===== src/hdl/wlb_pkg.sv =====
package wlb_pkg;

	// ------------------------------------------------------------
	// i/o port addresses
	// ------------------------------------------------------------
	localparam logic [15:0] ADDR_SUP_CTRL  = 16'h0062;
	localparam logic [15:0] ADDR_SUP_KICK  = 16'h0066;
	localparam logic [15:0] ADDR_BATT      = 16'h404D;
	localparam logic [15:0] ADDR_LAMP_LO   = 16'h404E;
	localparam logic [15:0] ADDR_LAMP_HI   = 16'h404F;

	// ------------------------------------------------------------
	// watchdog control fields
	// ------------------------------------------------------------
	localparam int BIT_SUP_EN    = 0;
	localparam int BIT_SUP_MACRO = 1;
	localparam int BIT_SUP_SEL   = 2;
	localparam int BIT_SCALE_LO  = 3;
	localparam int BIT_SCALE_HI  = 5;
	localparam int BIT_SUP_RED   = 6;
	localparam int BIT_SUP_ALARM = 7;
	localparam logic [6:0] SUP_CTRL_RST = 7'h04;

	// ------------------------------------------------------------
	// lamp register fields
	// ------------------------------------------------------------
	localparam int BIT_LAMP1_SEL = 15;
	localparam int BIT_LAMP1_COL = 7;
	localparam int BIT_LAMP2_SEL = 14;
	localparam int BIT_LAMP2_COL = 6;
	localparam int BIT_LAMP3_SEL = 13;
	localparam int BIT_LAMP3_COL = 5;
	localparam logic [15:0] LAMP_RST = 16'hFFFF;

	// ------------------------------------------------------------
	// battery codes in bits 7:6
	// ------------------------------------------------------------
	localparam logic [1:0] BATT_OK    = 2'h0;
	localparam logic [1:0] BATT_LOW   = 2'h1;
	localparam logic [1:0] BATT_EMPTY = 2'h3;
	localparam logic [7:0] RD_UNMAPPED = 8'h00;
	localparam logic [7:0] RD_KICK     = 8'h00;

	// ------------------------------------------------------------
	// timing
	// ------------------------------------------------------------
	localparam int SYS_CLK_HZ = 125000000;
	localparam int MS_PER_S   = 1000;
	localparam int CYC_PER_MS = SYS_CLK_HZ / MS_PER_S;

	// timeouts in ms, standard then macro, indexed by scaler code
	// standard: 94 to 960 ms
	localparam logic [15:0] TO_STD_MS [8] = '{
		16'h005E, 16'h00D2, 16'h0154, 16'h01CC,
		16'h024E, 16'h02C6, 16'h0348, 16'h03C0};
	// macro: 2 s to 64 s
	localparam logic [15:0] TO_MACRO_MS [8] = '{
		16'h07D0, 16'h0FA0, 16'h1770, 16'h1F40,
		16'h3E80, 16'h7D00, 16'hBB80, 16'hFA00};

endpackage


===== src/hdl/wlb_regs.sv =====
`timescale 1ns/1ps

// What this block does
// - control bit 0 enables the watchdog
// - bit 1 base, bits 5:3 pick timeout
// - scaler resets to shortest timeout code
// - control bit 6 drives red lamp
// - bit 7 alarm flag, write 1 clears
// - any read of 066h retriggers watchdog
// - bit 2 selects 066h function, keep 1
// - bits 15/7 drive lamp one colours
// - bits 14/6 drive lamp two colours
// - bits 13/5 drive lamp three colours
// - battery code 00 when capacity sufficient
// - battery code 01 when nearly exhausted
// - battery code 11 when battery empty
module wlb_regs #(
	parameter int CYC_PER_MS = wlb_pkg::CYC_PER_MS
)(
	// clock and reset
	input  wire logic        i_sys_clk,
	input  wire logic        i_rst,
	// i/o port access, byte wide
	input  wire logic [15:0] i_io_addr,
	input  wire logic        i_io_rd,
	input  wire logic        i_io_wr,
	input  wire logic [7:0]  i_io_wdata,
	output logic [7:0]       o_io_rdata,
	output logic             o_io_rvalid,
	// battery monitor pins
	input  wire logic        i_batt_low,
	input  wire logic        i_batt_empty,
	// indicators
	output logic             o_sup_red_lamp,
	output logic             o_sup_alarm,
	output logic             o_lamp1_green,
	output logic             o_lamp1_yellow,
	output logic             o_lamp2_red,
	output logic             o_lamp2_yellow,
	output logic             o_lamp3_red,
	output logic             o_lamp3_yellow
);

	// ------------------------------------------------------------
	// decode
	// ------------------------------------------------------------
	logic wr_ctrl;
	logic wr_lamp_lo;
	logic wr_lamp_hi;
	logic kick;

	assign wr_ctrl    = i_io_wr && (i_io_addr == wlb_pkg::ADDR_SUP_CTRL);
	assign wr_lamp_lo = i_io_wr && (i_io_addr == wlb_pkg::ADDR_LAMP_LO);
	assign wr_lamp_hi = i_io_wr && (i_io_addr == wlb_pkg::ADDR_LAMP_HI);
	// bit 2 = 0 is reserved; the kick is honoured either way
	assign kick = i_io_rd && (i_io_addr == wlb_pkg::ADDR_SUP_KICK);

	// ------------------------------------------------------------
	// watchdog control
	// ------------------------------------------------------------
	logic [6:0]  ctrl_r;
	logic        alarm_r;
	logic        expire;
	logic [2:0]  scale;
	logic [15:0] limit_ms;

	always_ff @(posedge i_sys_clk or posedge i_rst)
	begin
		if (i_rst)
			ctrl_r <= wlb_pkg::SUP_CTRL_RST;
		else if (wr_ctrl)
			ctrl_r <= i_io_wdata[6:0];
	end

	// expiry wins over a clearing write in the same cycle
	always_ff @(posedge i_sys_clk or posedge i_rst)
	begin
		if (i_rst)
			alarm_r <= 1'b0;
		else if (expire)
			alarm_r <= 1'b1;
		else if (wr_ctrl && i_io_wdata[wlb_pkg::BIT_SUP_ALARM])
			alarm_r <= 1'b0;
	end

	assign scale = ctrl_r[wlb_pkg::BIT_SCALE_HI:wlb_pkg::BIT_SCALE_LO];

	assign limit_ms = ctrl_r[wlb_pkg::BIT_SUP_MACRO]
		? wlb_pkg::TO_MACRO_MS[scale]
		: wlb_pkg::TO_STD_MS[scale];

	wlb_sup_timer #(
		.CYC_PER_MS (CYC_PER_MS)
	) u_timer (
		.i_sys_clk  (i_sys_clk),
		.i_rst      (i_rst),
		.i_enable   (ctrl_r[wlb_pkg::BIT_SUP_EN]),
		.i_kick     (kick),
		.i_limit_ms (limit_ms),
		.o_expire   (expire)
	);

	// ------------------------------------------------------------
	// lamp register
	// ------------------------------------------------------------
	logic [15:0] lamp_r;

	always_ff @(posedge i_sys_clk or posedge i_rst)
	begin
		if (i_rst)
			lamp_r <= wlb_pkg::LAMP_RST;
		else if (wr_lamp_lo)
			lamp_r[7:0] <= i_io_wdata;
		else if (wr_lamp_hi)
			lamp_r[15:8] <= i_io_wdata;
	end

	// ------------------------------------------------------------
	// battery status, pins synchronised
	// ------------------------------------------------------------
	logic [1:0] batt_meta_r;
	logic [1:0] batt_sync_r;
	logic [1:0] batt_code;

	always_ff @(posedge i_sys_clk or posedge i_rst)
	begin
		if (i_rst)
		begin
			batt_meta_r <= 2'h0;
			batt_sync_r <= 2'h0;
		end
		else
		begin
			batt_meta_r <= {i_batt_empty, i_batt_low};
			batt_sync_r <= batt_meta_r;
		end
	end

	// empty takes priority over low
	always_comb
	begin
		if (batt_sync_r[1])
			batt_code = wlb_pkg::BATT_EMPTY;
		else if (batt_sync_r[0])
			batt_code = wlb_pkg::BATT_LOW;
		else
			batt_code = wlb_pkg::BATT_OK;
	end

	// ------------------------------------------------------------
	// read path
	// ------------------------------------------------------------
	logic [7:0] rd_nxt;

	always_comb
	begin
		unique case (i_io_addr)
			wlb_pkg::ADDR_SUP_CTRL: rd_nxt = {alarm_r, ctrl_r};
			wlb_pkg::ADDR_SUP_KICK: rd_nxt = wlb_pkg::RD_KICK;
			wlb_pkg::ADDR_BATT:     rd_nxt = {batt_code, 6'h00};
			wlb_pkg::ADDR_LAMP_LO:  rd_nxt = lamp_r[7:0];
			wlb_pkg::ADDR_LAMP_HI:  rd_nxt = lamp_r[15:8];
			default:                rd_nxt = wlb_pkg::RD_UNMAPPED;
		endcase
	end

	always_ff @(posedge i_sys_clk or posedge i_rst)
	begin
		if (i_rst)
		begin
			o_io_rdata  <= 8'h00;
			o_io_rvalid <= 1'b0;
		end
		else
		begin
			o_io_rvalid <= i_io_rd;
			if (i_io_rd)
				o_io_rdata <= rd_nxt;
		end
	end

	// ------------------------------------------------------------
	// registered indicator outputs
	// ------------------------------------------------------------
	always_ff @(posedge i_sys_clk or posedge i_rst)
	begin
		if (i_rst)
		begin
			o_sup_red_lamp <= 1'b0;
			o_sup_alarm    <= 1'b0;
			o_lamp1_green  <= 1'b0;
			o_lamp1_yellow <= 1'b0;
			o_lamp2_red    <= 1'b0;
			o_lamp2_yellow <= 1'b0;
			o_lamp3_red    <= 1'b0;
			o_lamp3_yellow <= 1'b0;
		end
		else
		begin
			o_sup_red_lamp <= ctrl_r[wlb_pkg::BIT_SUP_RED];
			o_sup_alarm    <= alarm_r;
			o_lamp1_green  <= !lamp_r[wlb_pkg::BIT_LAMP1_SEL];
			o_lamp1_yellow <= lamp_r[wlb_pkg::BIT_LAMP1_SEL]
				&& !lamp_r[wlb_pkg::BIT_LAMP1_COL];
			o_lamp2_red    <= !lamp_r[wlb_pkg::BIT_LAMP2_SEL];
			o_lamp2_yellow <= lamp_r[wlb_pkg::BIT_LAMP2_SEL]
				&& !lamp_r[wlb_pkg::BIT_LAMP2_COL];
			o_lamp3_red    <= !lamp_r[wlb_pkg::BIT_LAMP3_SEL];
			o_lamp3_yellow <= lamp_r[wlb_pkg::BIT_LAMP3_SEL]
				&& !lamp_r[wlb_pkg::BIT_LAMP3_COL];
		end
	end

endmodule


===== src/hdl/wlb_wd_timer.sv =====
`timescale 1ns/1ps

module wlb_sup_timer #(
	parameter int CYC_PER_MS = wlb_pkg::CYC_PER_MS
)(
	// clock and reset
	input  wire logic        i_sys_clk,
	input  wire logic        i_rst,
	// control
	input  wire logic        i_enable,
	input  wire logic        i_kick,
	input  wire logic [15:0] i_limit_ms,
	// event
	output logic             o_expire
);

	// ------------------------------------------------------------
	// millisecond enable
	// ------------------------------------------------------------
	logic [31:0] div_r;
	logic        ms_tick;
	logic [15:0] ms_r;

	assign ms_tick = (div_r == 32'(CYC_PER_MS - 1));

	// kick also clears the divider so each timeout is never short
	always_ff @(posedge i_sys_clk or posedge i_rst)
	begin
		if (i_rst)
			div_r <= 32'h0;
		else if (!i_enable || i_kick || ms_tick)
			div_r <= 32'h0;
		else
			div_r <= div_r + 32'h1;
	end

	// ------------------------------------------------------------
	// timeout count
	// ------------------------------------------------------------
	always_ff @(posedge i_sys_clk or posedge i_rst)
	begin
		if (i_rst)
			ms_r <= 16'h0;
		else if (!i_enable || i_kick)
			ms_r <= 16'h0;
		else if (ms_tick)
		begin
			if (ms_r + 16'h1 >= i_limit_ms)
				ms_r <= 16'h0;
			else
				ms_r <= ms_r + 16'h1;
		end
	end

	always_ff @(posedge i_sys_clk or posedge i_rst)
	begin
		if (i_rst)
			o_expire <= 1'b0;
		else
			o_expire <= i_enable && !i_kick && ms_tick
				&& (ms_r + 16'h1 >= i_limit_ms);
	end

endmodule


===== config.mk =====
export PLATFORM = sky130hd
export DESIGN_NAME = wlb_regs
export DESIGN_NICKNAME = d
export VERILOG_FILES = /design/src/hdl/wlb_pkg.sv /design/src/hdl/wlb_regs.sv /design/src/hdl/wlb_wd_timer.sv
export SDC_FILE = /design/constraint.sdc
export NUM_CORES = 1
export LEC_CHECK = 0
export BUFFER_PORTS_ARGS = -buffer_cell sky130_fd_sc_hd__buf_4
export CORE_AREA = 2 2 103 105
export CTS_BUF_LIST = sky130_fd_sc_hd__clkbuf_4
export DETAILED_ROUTE_END_ITERATION = 12
export DIE_AREA = 0 0 105 107
export PLACE_DENSITY = 0.72
export SLEW_MARGIN = 20
export SYNTH_ARGS = -nofsm -noshare
export SYNTH_HDL_FRONTEND = slang
export SYNTH_SLANG_ARGS = --single-unit

===== constraint.sdc =====
create_clock -name i_sys_clk -period 4.4 [get_ports i_sys_clk]
set_input_delay 0.22 -clock i_sys_clk [delete_from_list [all_inputs] [get_ports i_sys_clk]]
set_output_delay 0.22 -clock i_sys_clk [all_outputs]
set_load 0.005 [all_outputs]

==> impl_metrics.csv, run 1 <==
group,metric,value,unit
sta,finalCriticalPeriod,3.20,ns
sta,rsz0062_at_grt,"no",
floorplan,row_count,37,
grt,grt_max_degree,53,
route,drt_iter0_drc,170,
hold_path,min_path_type,"in -> reg",
placement,dp_cells,653,
sta,max_freq,313,MHz
setup_path,cp.required,4.80,ns
cts,clock-sinks,94,
run,cap_violations,0,
setup_path,crit_fanout,8,
setup_path,slowest_delay,0.49,ns
finish,area_delta_synth_final,13.9,%
floorplan,die_h,107,um
cts,cts-htree-levels,3,
yosys,async_flop_share,100,%
cts,clkLatencyLatePin,0.44,ns
floorplan,ios,47,
route,drt-total-wl,10000,um
route,ant_nets,0,
sta,setup_violations,0,
cts,cts_tree,"yes",
yosys,syn_inst,480,
yosys,synth.most_common_cell,"dfrtp_1",
setup_path,r2r_setup_slack,1.20,ns
sta,skew,0.0136,ns
floorplan,start_util,49.5,%
setup_path,cp.depth,12,
setup_path,path_delay_family,"simple AND/OR/NAND/NOR gates",
setup_path,worstPathArrival,3.60,ns
yosys,synth_common_cells,"dfrtp_1 (77), nor2_1 (56), nand2_1 (46)",
yosys,ys_types,65,
cts,clk_pin_slew,0.14,ns
grt,grt_pass1_wl,17500,um
sta,slew_headroom,52.3,%
yosys,synthFlopType,"dfrtp_1",
yosys,ys.warnings.count,0,
cts,cts_root_buf,"clkbuf_4",
sta,hold_viol,0,
sta,final.setup.tns,0,ns
finish,diodes,0,
floorplan,die_area,11200,um2
finish,nets,586,
route,via_per_inst,5.48,
placement,dpl_cell_area,5470,um2
setup_path,cp_common_cell,"o21ai_0",
route,drc_errors,0,
route,first_pass_iters,4,
pwr,p_per_area,245,nW/um2
grt,track_usage,19.3,%
grt,grt_pass1_vias,3682,
setup_path,cp-end-kind,"register",
setup_path,cp_cell_sequence,"and4_4, nand2_4, nor4_4, nand3_2, xnor2_1, ha_1, a21oi_1, o21ai_0, a211oi_2, nand3_1, o21ai_0, a21o_1",
floorplan,die_width,105,um
yosys,synth_area_leaders,"dfrtp_1 (39%), dfstp_2 (8.9%), mux2_2 (5.2%)",
grt,antenna_found_initial,0,
finish,layout-drive-gt1-share,24.0,%
yosys,yosysSeqAreaShare,47.5,%
sta,finalMaxSlewViolations,0,
yosys,synth_top_cell_by_area,"dfrtp_1",
yosys,syn-num-nets,529,
placement,dp_hpwl,7310,um
run_status,status,"complete, no violations",
setup_path,reg2reg_depth,12,
cts,cts_resized,0,
yosys,synth_top_area_share,38.6,%
placement,port-buffer-count,46,
yosys,synth.cell_area,5000,um2
hold_path,hold_path_depth,2,
grt,grt_overflow,0,
yosys,synth_edf_count,0,
cts,numCtsBuffers,9,
pwr,p_leak,2.51,nW
floorplan,coreArea,10100,um2
setup_path,worstSetupStartpointType,"register",
route,vias,3714,
yosys,post_synth.cell_area_avg,10.4,um2
setup_path,slowest_stage,"dfrtp_1",
cts,clock_path_buffers,2,
cts,post_cts_buffers,0,
placement,gp_congestion,0.880,
finish,fin_cells,678,
sta,worst_pin_slew,0.715,ns
setup_path,crit_type,"reg -> reg",
yosys,synth_seq_cells,94,
route,wl_per_cell,14.7,um
setup_path,crit_buf_inv,0,
sta,min_period_over_period,72.7,%
finish,final_area,5690,um2
pwr,ir_worst_vdd,0.159,mV
cells by family (layout without fill, tap and decap cells):
group,Yosys count,after routing,synth area share (%)
compound gates,63,63,8.56
flops,94,94,47.5
xor+xnor,40,40,7.01
mux,26,26,5.98
buf+inv,32,94,2.85
fa+ha+maj,19,19,4.76
simple gates,206,206,23.3
repair_timing:
action / in CTS / in global routing
setup endpoints to repair: 0 / 0
hold buffers: 7 / 2
hold endpoints to repair: 33 / 3
registers in the layout, summed over array words and instances, names as in the netlist:
| name | count |
|---|---|
| o_sup_red_lamp | 1 |
| o_lamp2_yellow | 1 |
| alarm_r | 1 |
| o_lamp2_red | 1 |
| o_lamp1_yellow | 1 |
| u_timer.o_expire | 1 |
| u_timer.ms_r | 16 |
| o_lamp3_yellow | 1 |
| o_io_rdata | 8 |
| ctrl_r | 7 |
| o_sup_alarm | 1 |
| u_timer.div_r | 32 |
| lamp_r | 16 |
| batt_sync_r | 2 |
| o_io_rvalid | 1 |
| o_lamp1_green | 1 |
| batt_meta_r | 2 |
| o_lamp3_red | 1 |
per-stage QoR:
step                      power [mW]  hold slack (ns)  util (%)  setup WS (ns)
after floorplan                0.902            0.251         -           1.54
after global placement         0.935            0.329      54.2           1.36
after detailed placement       0.936            0.330      54.2           1.25
after CTS                       1.42          0.00200      56.2           1.21
after global routing            1.45          0.00251      56.4          0.924
final                           1.39           0.0247      56.4           1.20
cell type report:
class                   instances  area [um2]
repair buffers                 57         450
multi-input cells             354        2480
clock inverters                 4        48.8
clock buffers                  12        90.1
fillers                       909        4400
well taps                     136         170
flip-flops and latches         94        2370
inverters                      21        80.1
layout by cell type (no fill, tap or decap), types with 2 or more instances in the layout:
master         Yosys  final
nor4_1             2      2
dfrtp_1           77     77
mux2_4             2      2
mux2_2            23     23
dfstp_2           17     17
and3_1             7      7
a22o_1             2      2
nand3_1           22     22
nor3_2             2      2
a21o_1             3      3
nand4_1           18     18
o22a_1             2      2
a211o_1            4      4
xnor2_1           23     23
o22ai_1            8      8
o21a_1             2      2
nand2b_1           8      8
nor3b_1            5      5
clkbuf_4           0     12
nor2_1            56     56
buf_4              1     48
o21ai_0           16     16
ha_1              19     19
or3_1              3      3
and2_1             4      4
a222oi_1           5      5
and4_1             6      6
xor2_1            17     17
nor4_4             3      3
inv_1             21     20
dlygate4sd3_1      0      9
nand2_1           46     46
a21oi_1           10     10
clkinv_2           0      3
nor3_1             6      6
metal layers:
layer	global-route usage (%)	wire length (um)
met1	25.9	4620
met2	30.8	4850
met3	4.13	326
met4	7.05	197
met5	0	0
final timing paths:
check	startpoint	end
min in group asynchronous	i_rst	o_lamp1_green
max in group asynchronous	i_rst	u_timer.div_r[10]
min reg2reg	batt_meta_r[1]	batt_sync_r[1]
max reg2reg	u_timer.ms_r[5]	u_timer.ms_r[2]
max	u_timer.ms_r[5]	u_timer.ms_r[2]
min	i_io_wdata[2]	ctrl_r[2]
worst register-to-register path: cells and delay by family (launching register included):
kind	cells	cell delay, ns
fa+ha+maj	1	0.34
compound gates	5	0.96
simple gates	5	1.20
flops	1	0.49
xor+xnor	1	0.16
power by group:
group / internal (mW) / leakage (nW) / switching, mW
clock network: 0.192 / 0.0813 / 0.276
registers: 0.867 / 1.22 / 0.000994
logic: 0.0261 / 1.20 / 0.0312
total: 1.09 / 2.51 / 0.309
Note: power is estimated with default switching activity, not from simulation.
==> run 2: changes to the inputs <==
clock period = 3.3 ns   (was 4.4 ns; I/O delays follow)
==> run 2 against run 1 <==
  * Clock-buffer cell count fell by 2
  * Sequential power rose by 34%
  * Flip-flop and latch count did not move
  * Cell count rose by 1.3%
  * Register-to-register slack got worse by 1.1 ns
  * Clock skew rose by 0.0033 ns
  * Die area did not move
  * Global-route usage rose by 0.22 points
  * Critical path depth did not move
  * Highest routed layer unchanged
==> impl_metrics.csv, run 2 (same netlist as run 1, synthesis figures left out) <==
group,metric,value,unit
floorplan,coreArea,10100,um2
placement,dpl_cell_area,5470,um2
placement,dp_cells,654,
finish,layout-drive-gt1-share,26.3,%
sta,worst_pin_slew,0.686,ns
sta,hold_viol,0,
route,drc_errors,0,
finish,final_area,5820,um2
setup_path,cp-end-kind,"register",
sta,slew_headroom,53.9,%
setup_path,crit_fanout,7,
grt,grt_max_degree,37,
finish,seqCellArea,2380,um2
placement,dp_hpwl,7560,um
finish,fill_cells,900,
route,drt-total-wl,10400,um
route,via_per_inst,5.46,
pwr,power,1.88,mW
setup_path,worstSetupStartpointType,"register",
pwr,p_sw,0.438,mW
sta,finalMaxSlewViolations,0,
grt,grt_overflow,0,
finish,fin_cells,687,
cts,numCtsBuffers,9,
cts,cts-htree-levels,3,
cts,clock-sinks,94,
floorplan,die_area,11200,um2
finish,diodes,0,
sta,skew,0.0169,ns
run,cap_violations,0,
finish,final_core_util,57.7,%
route,vias,3752,
route,wl_per_cell,15.1,um
route,first_pass_iters,4,
pwr,p_per_area,323,nW/um2
floorplan,die_h,107,um
setup_path,cp.required,3.64,ns
setup_path,worstPathArrival,3.53,ns
finish,final_cell_mix,"dfrtp_1 (72), nor2_1 (56), buf_4 (53)",
pwr,sequentialPowerShare,61.7,%
finish,reg_top3,"u_timer.div_r: 32 flops, lamp_r: 16 flops, u_timer.ms_r: 16 flops",
setup_path,crit_type,"reg -> reg",
finish,multi_input_area,2510,um2
floorplan,ios,47,
sta,min_period_over_period,96.8,%
floorplan,row_count,37,
finish,area_delta_synth_final,16.4,%
cts,clkLatencyLatePin,0.44,ns
cts,cts_tree,"yes",
finish,largest_register_ffs,32,
placement,port-buffer-count,46,
grt,grt_pass1_wl,17800,um
finish,final_common_cell,"dfrtp_1",
hold_path,min_path_type,"in -> reg",
route,ant_nets,0,
pwr,ir_worst_vdd,0.190,mV
pwr,intPower,1.44,mW
sta,hold_slack,0.0506,ns
grt,grt_pass1_vias,3804,
sta,max_freq,313,MHz
sta,setup_violations,0,
floorplan,start_util,49.5,%
run_status,status,"complete, no violations",
pwr,netSwitchingFraction,23.3,%
floorplan,die_width,105,um
route,drt_iter0_drc,196,
placement,gp_congestion,0.881,
sta,finalCriticalPeriod,3.19,ns
pwr,p_leak,2.55,nW
pwr,power.share.clock,34.1,%
finish,nets,595,
grt,track_usage,19.5,%
cts,clk_pin_slew,0.15,ns
grt,antenna_found_initial,0,
cts,cts_root_buf,"clkbuf_4",
cts,clock_path_buffers,2,
finish,top_register,"u_timer.div_r",
pwr,combPwrFrac,4.3,%
run 2: path summary, 6_finish.rpt:
kind                                  from          endpoint  slack [ns]  depth (start not counted)
setup / recovery           u_timer.ms_r[0]  u_timer.ms_r[15]        0.11                         12
hold / removal                     i_io_wr           alarm_r        0.05                          3
setup reg to reg           u_timer.ms_r[0]  u_timer.ms_r[15]        0.11                         12
hold reg to reg             batt_meta_r[1]    batt_sync_r[1]        0.37                          0
max in group asynchronous            i_rst         lamp_r[0]        2.13                          4
min in group asynchronous            i_rst    o_lamp2_yellow        0.29                          3
run 2: power groups by stage:
| stage | Clock (mW) | Combinational (mW) | Sequential [mW] |
|---|---|---|---|
| floorplan | 0 | 0.0246 | 1.18 |
| global placement | 0 | 0.0690 | 1.18 |
| detailed placement | 0 | 0.0707 | 1.18 |
| CTS | 0.663 | 0.0823 | 1.16 |
| global route | 0.702 | 0.0898 | 1.16 |
| finish | 0.640 | 0.0804 | 1.16 |
run 2: layout make-up:
class | instances | share of cell area (%)
sequential | 94 | 40.9
inverter | 21 | 1.38
clock inverter | 6 | 1.20
tap | 136 | 2.92
multi-input combinational | 354 | 43.1
clock buffer | 10 | 1.29
timing repair buffer | 66 | 9.25
run 2: routing by layer:
layer / global-route usage, % / share of wire (%) / vias up / wire length (um)
met1: 25.6 / 45 / 1854 / 4720
met5: 0 / 0 / - / 0
li1: - / - / 1833 / -
met3: 3.22 / 2.6 / 14 / 266
met2: 33.1 / 51 / 51 / 5270
met4: 6.10 / 1.4 / 0 / 144
run 2: critical path, cell delays in order, from the launching register on:
cell      delay [ns]
dfrtp_2         0.45
and4_4          0.25
nand2_4         0.09
nor4_4          0.36
nand3_2         0.15
xnor2_1         0.16
ha_1            0.32
nand4_1         0.16
nor3_1          0.31
a211oi_2        0.18
and2_1          0.22
a31o_1          0.22
mux2_4          0.25
run 2: timing repair:
action	CTS	global route
hold buffers	12	0
buffers inserted	0	5
resized for setup	0	10
hold endpoints to repair	59	0
setup endpoints to repair	0	13
run 2: stage by stage:
step / setup slack (ns) / setup TNS [ns]
after floorplan: 0.436 / 0
after global placement: 0.252 / 0
after detailed placement: 0.109 / 0
after CTS: 0.0673 / 0
after global routing: -0.0717 / -0.109
final: 0.105 / 0
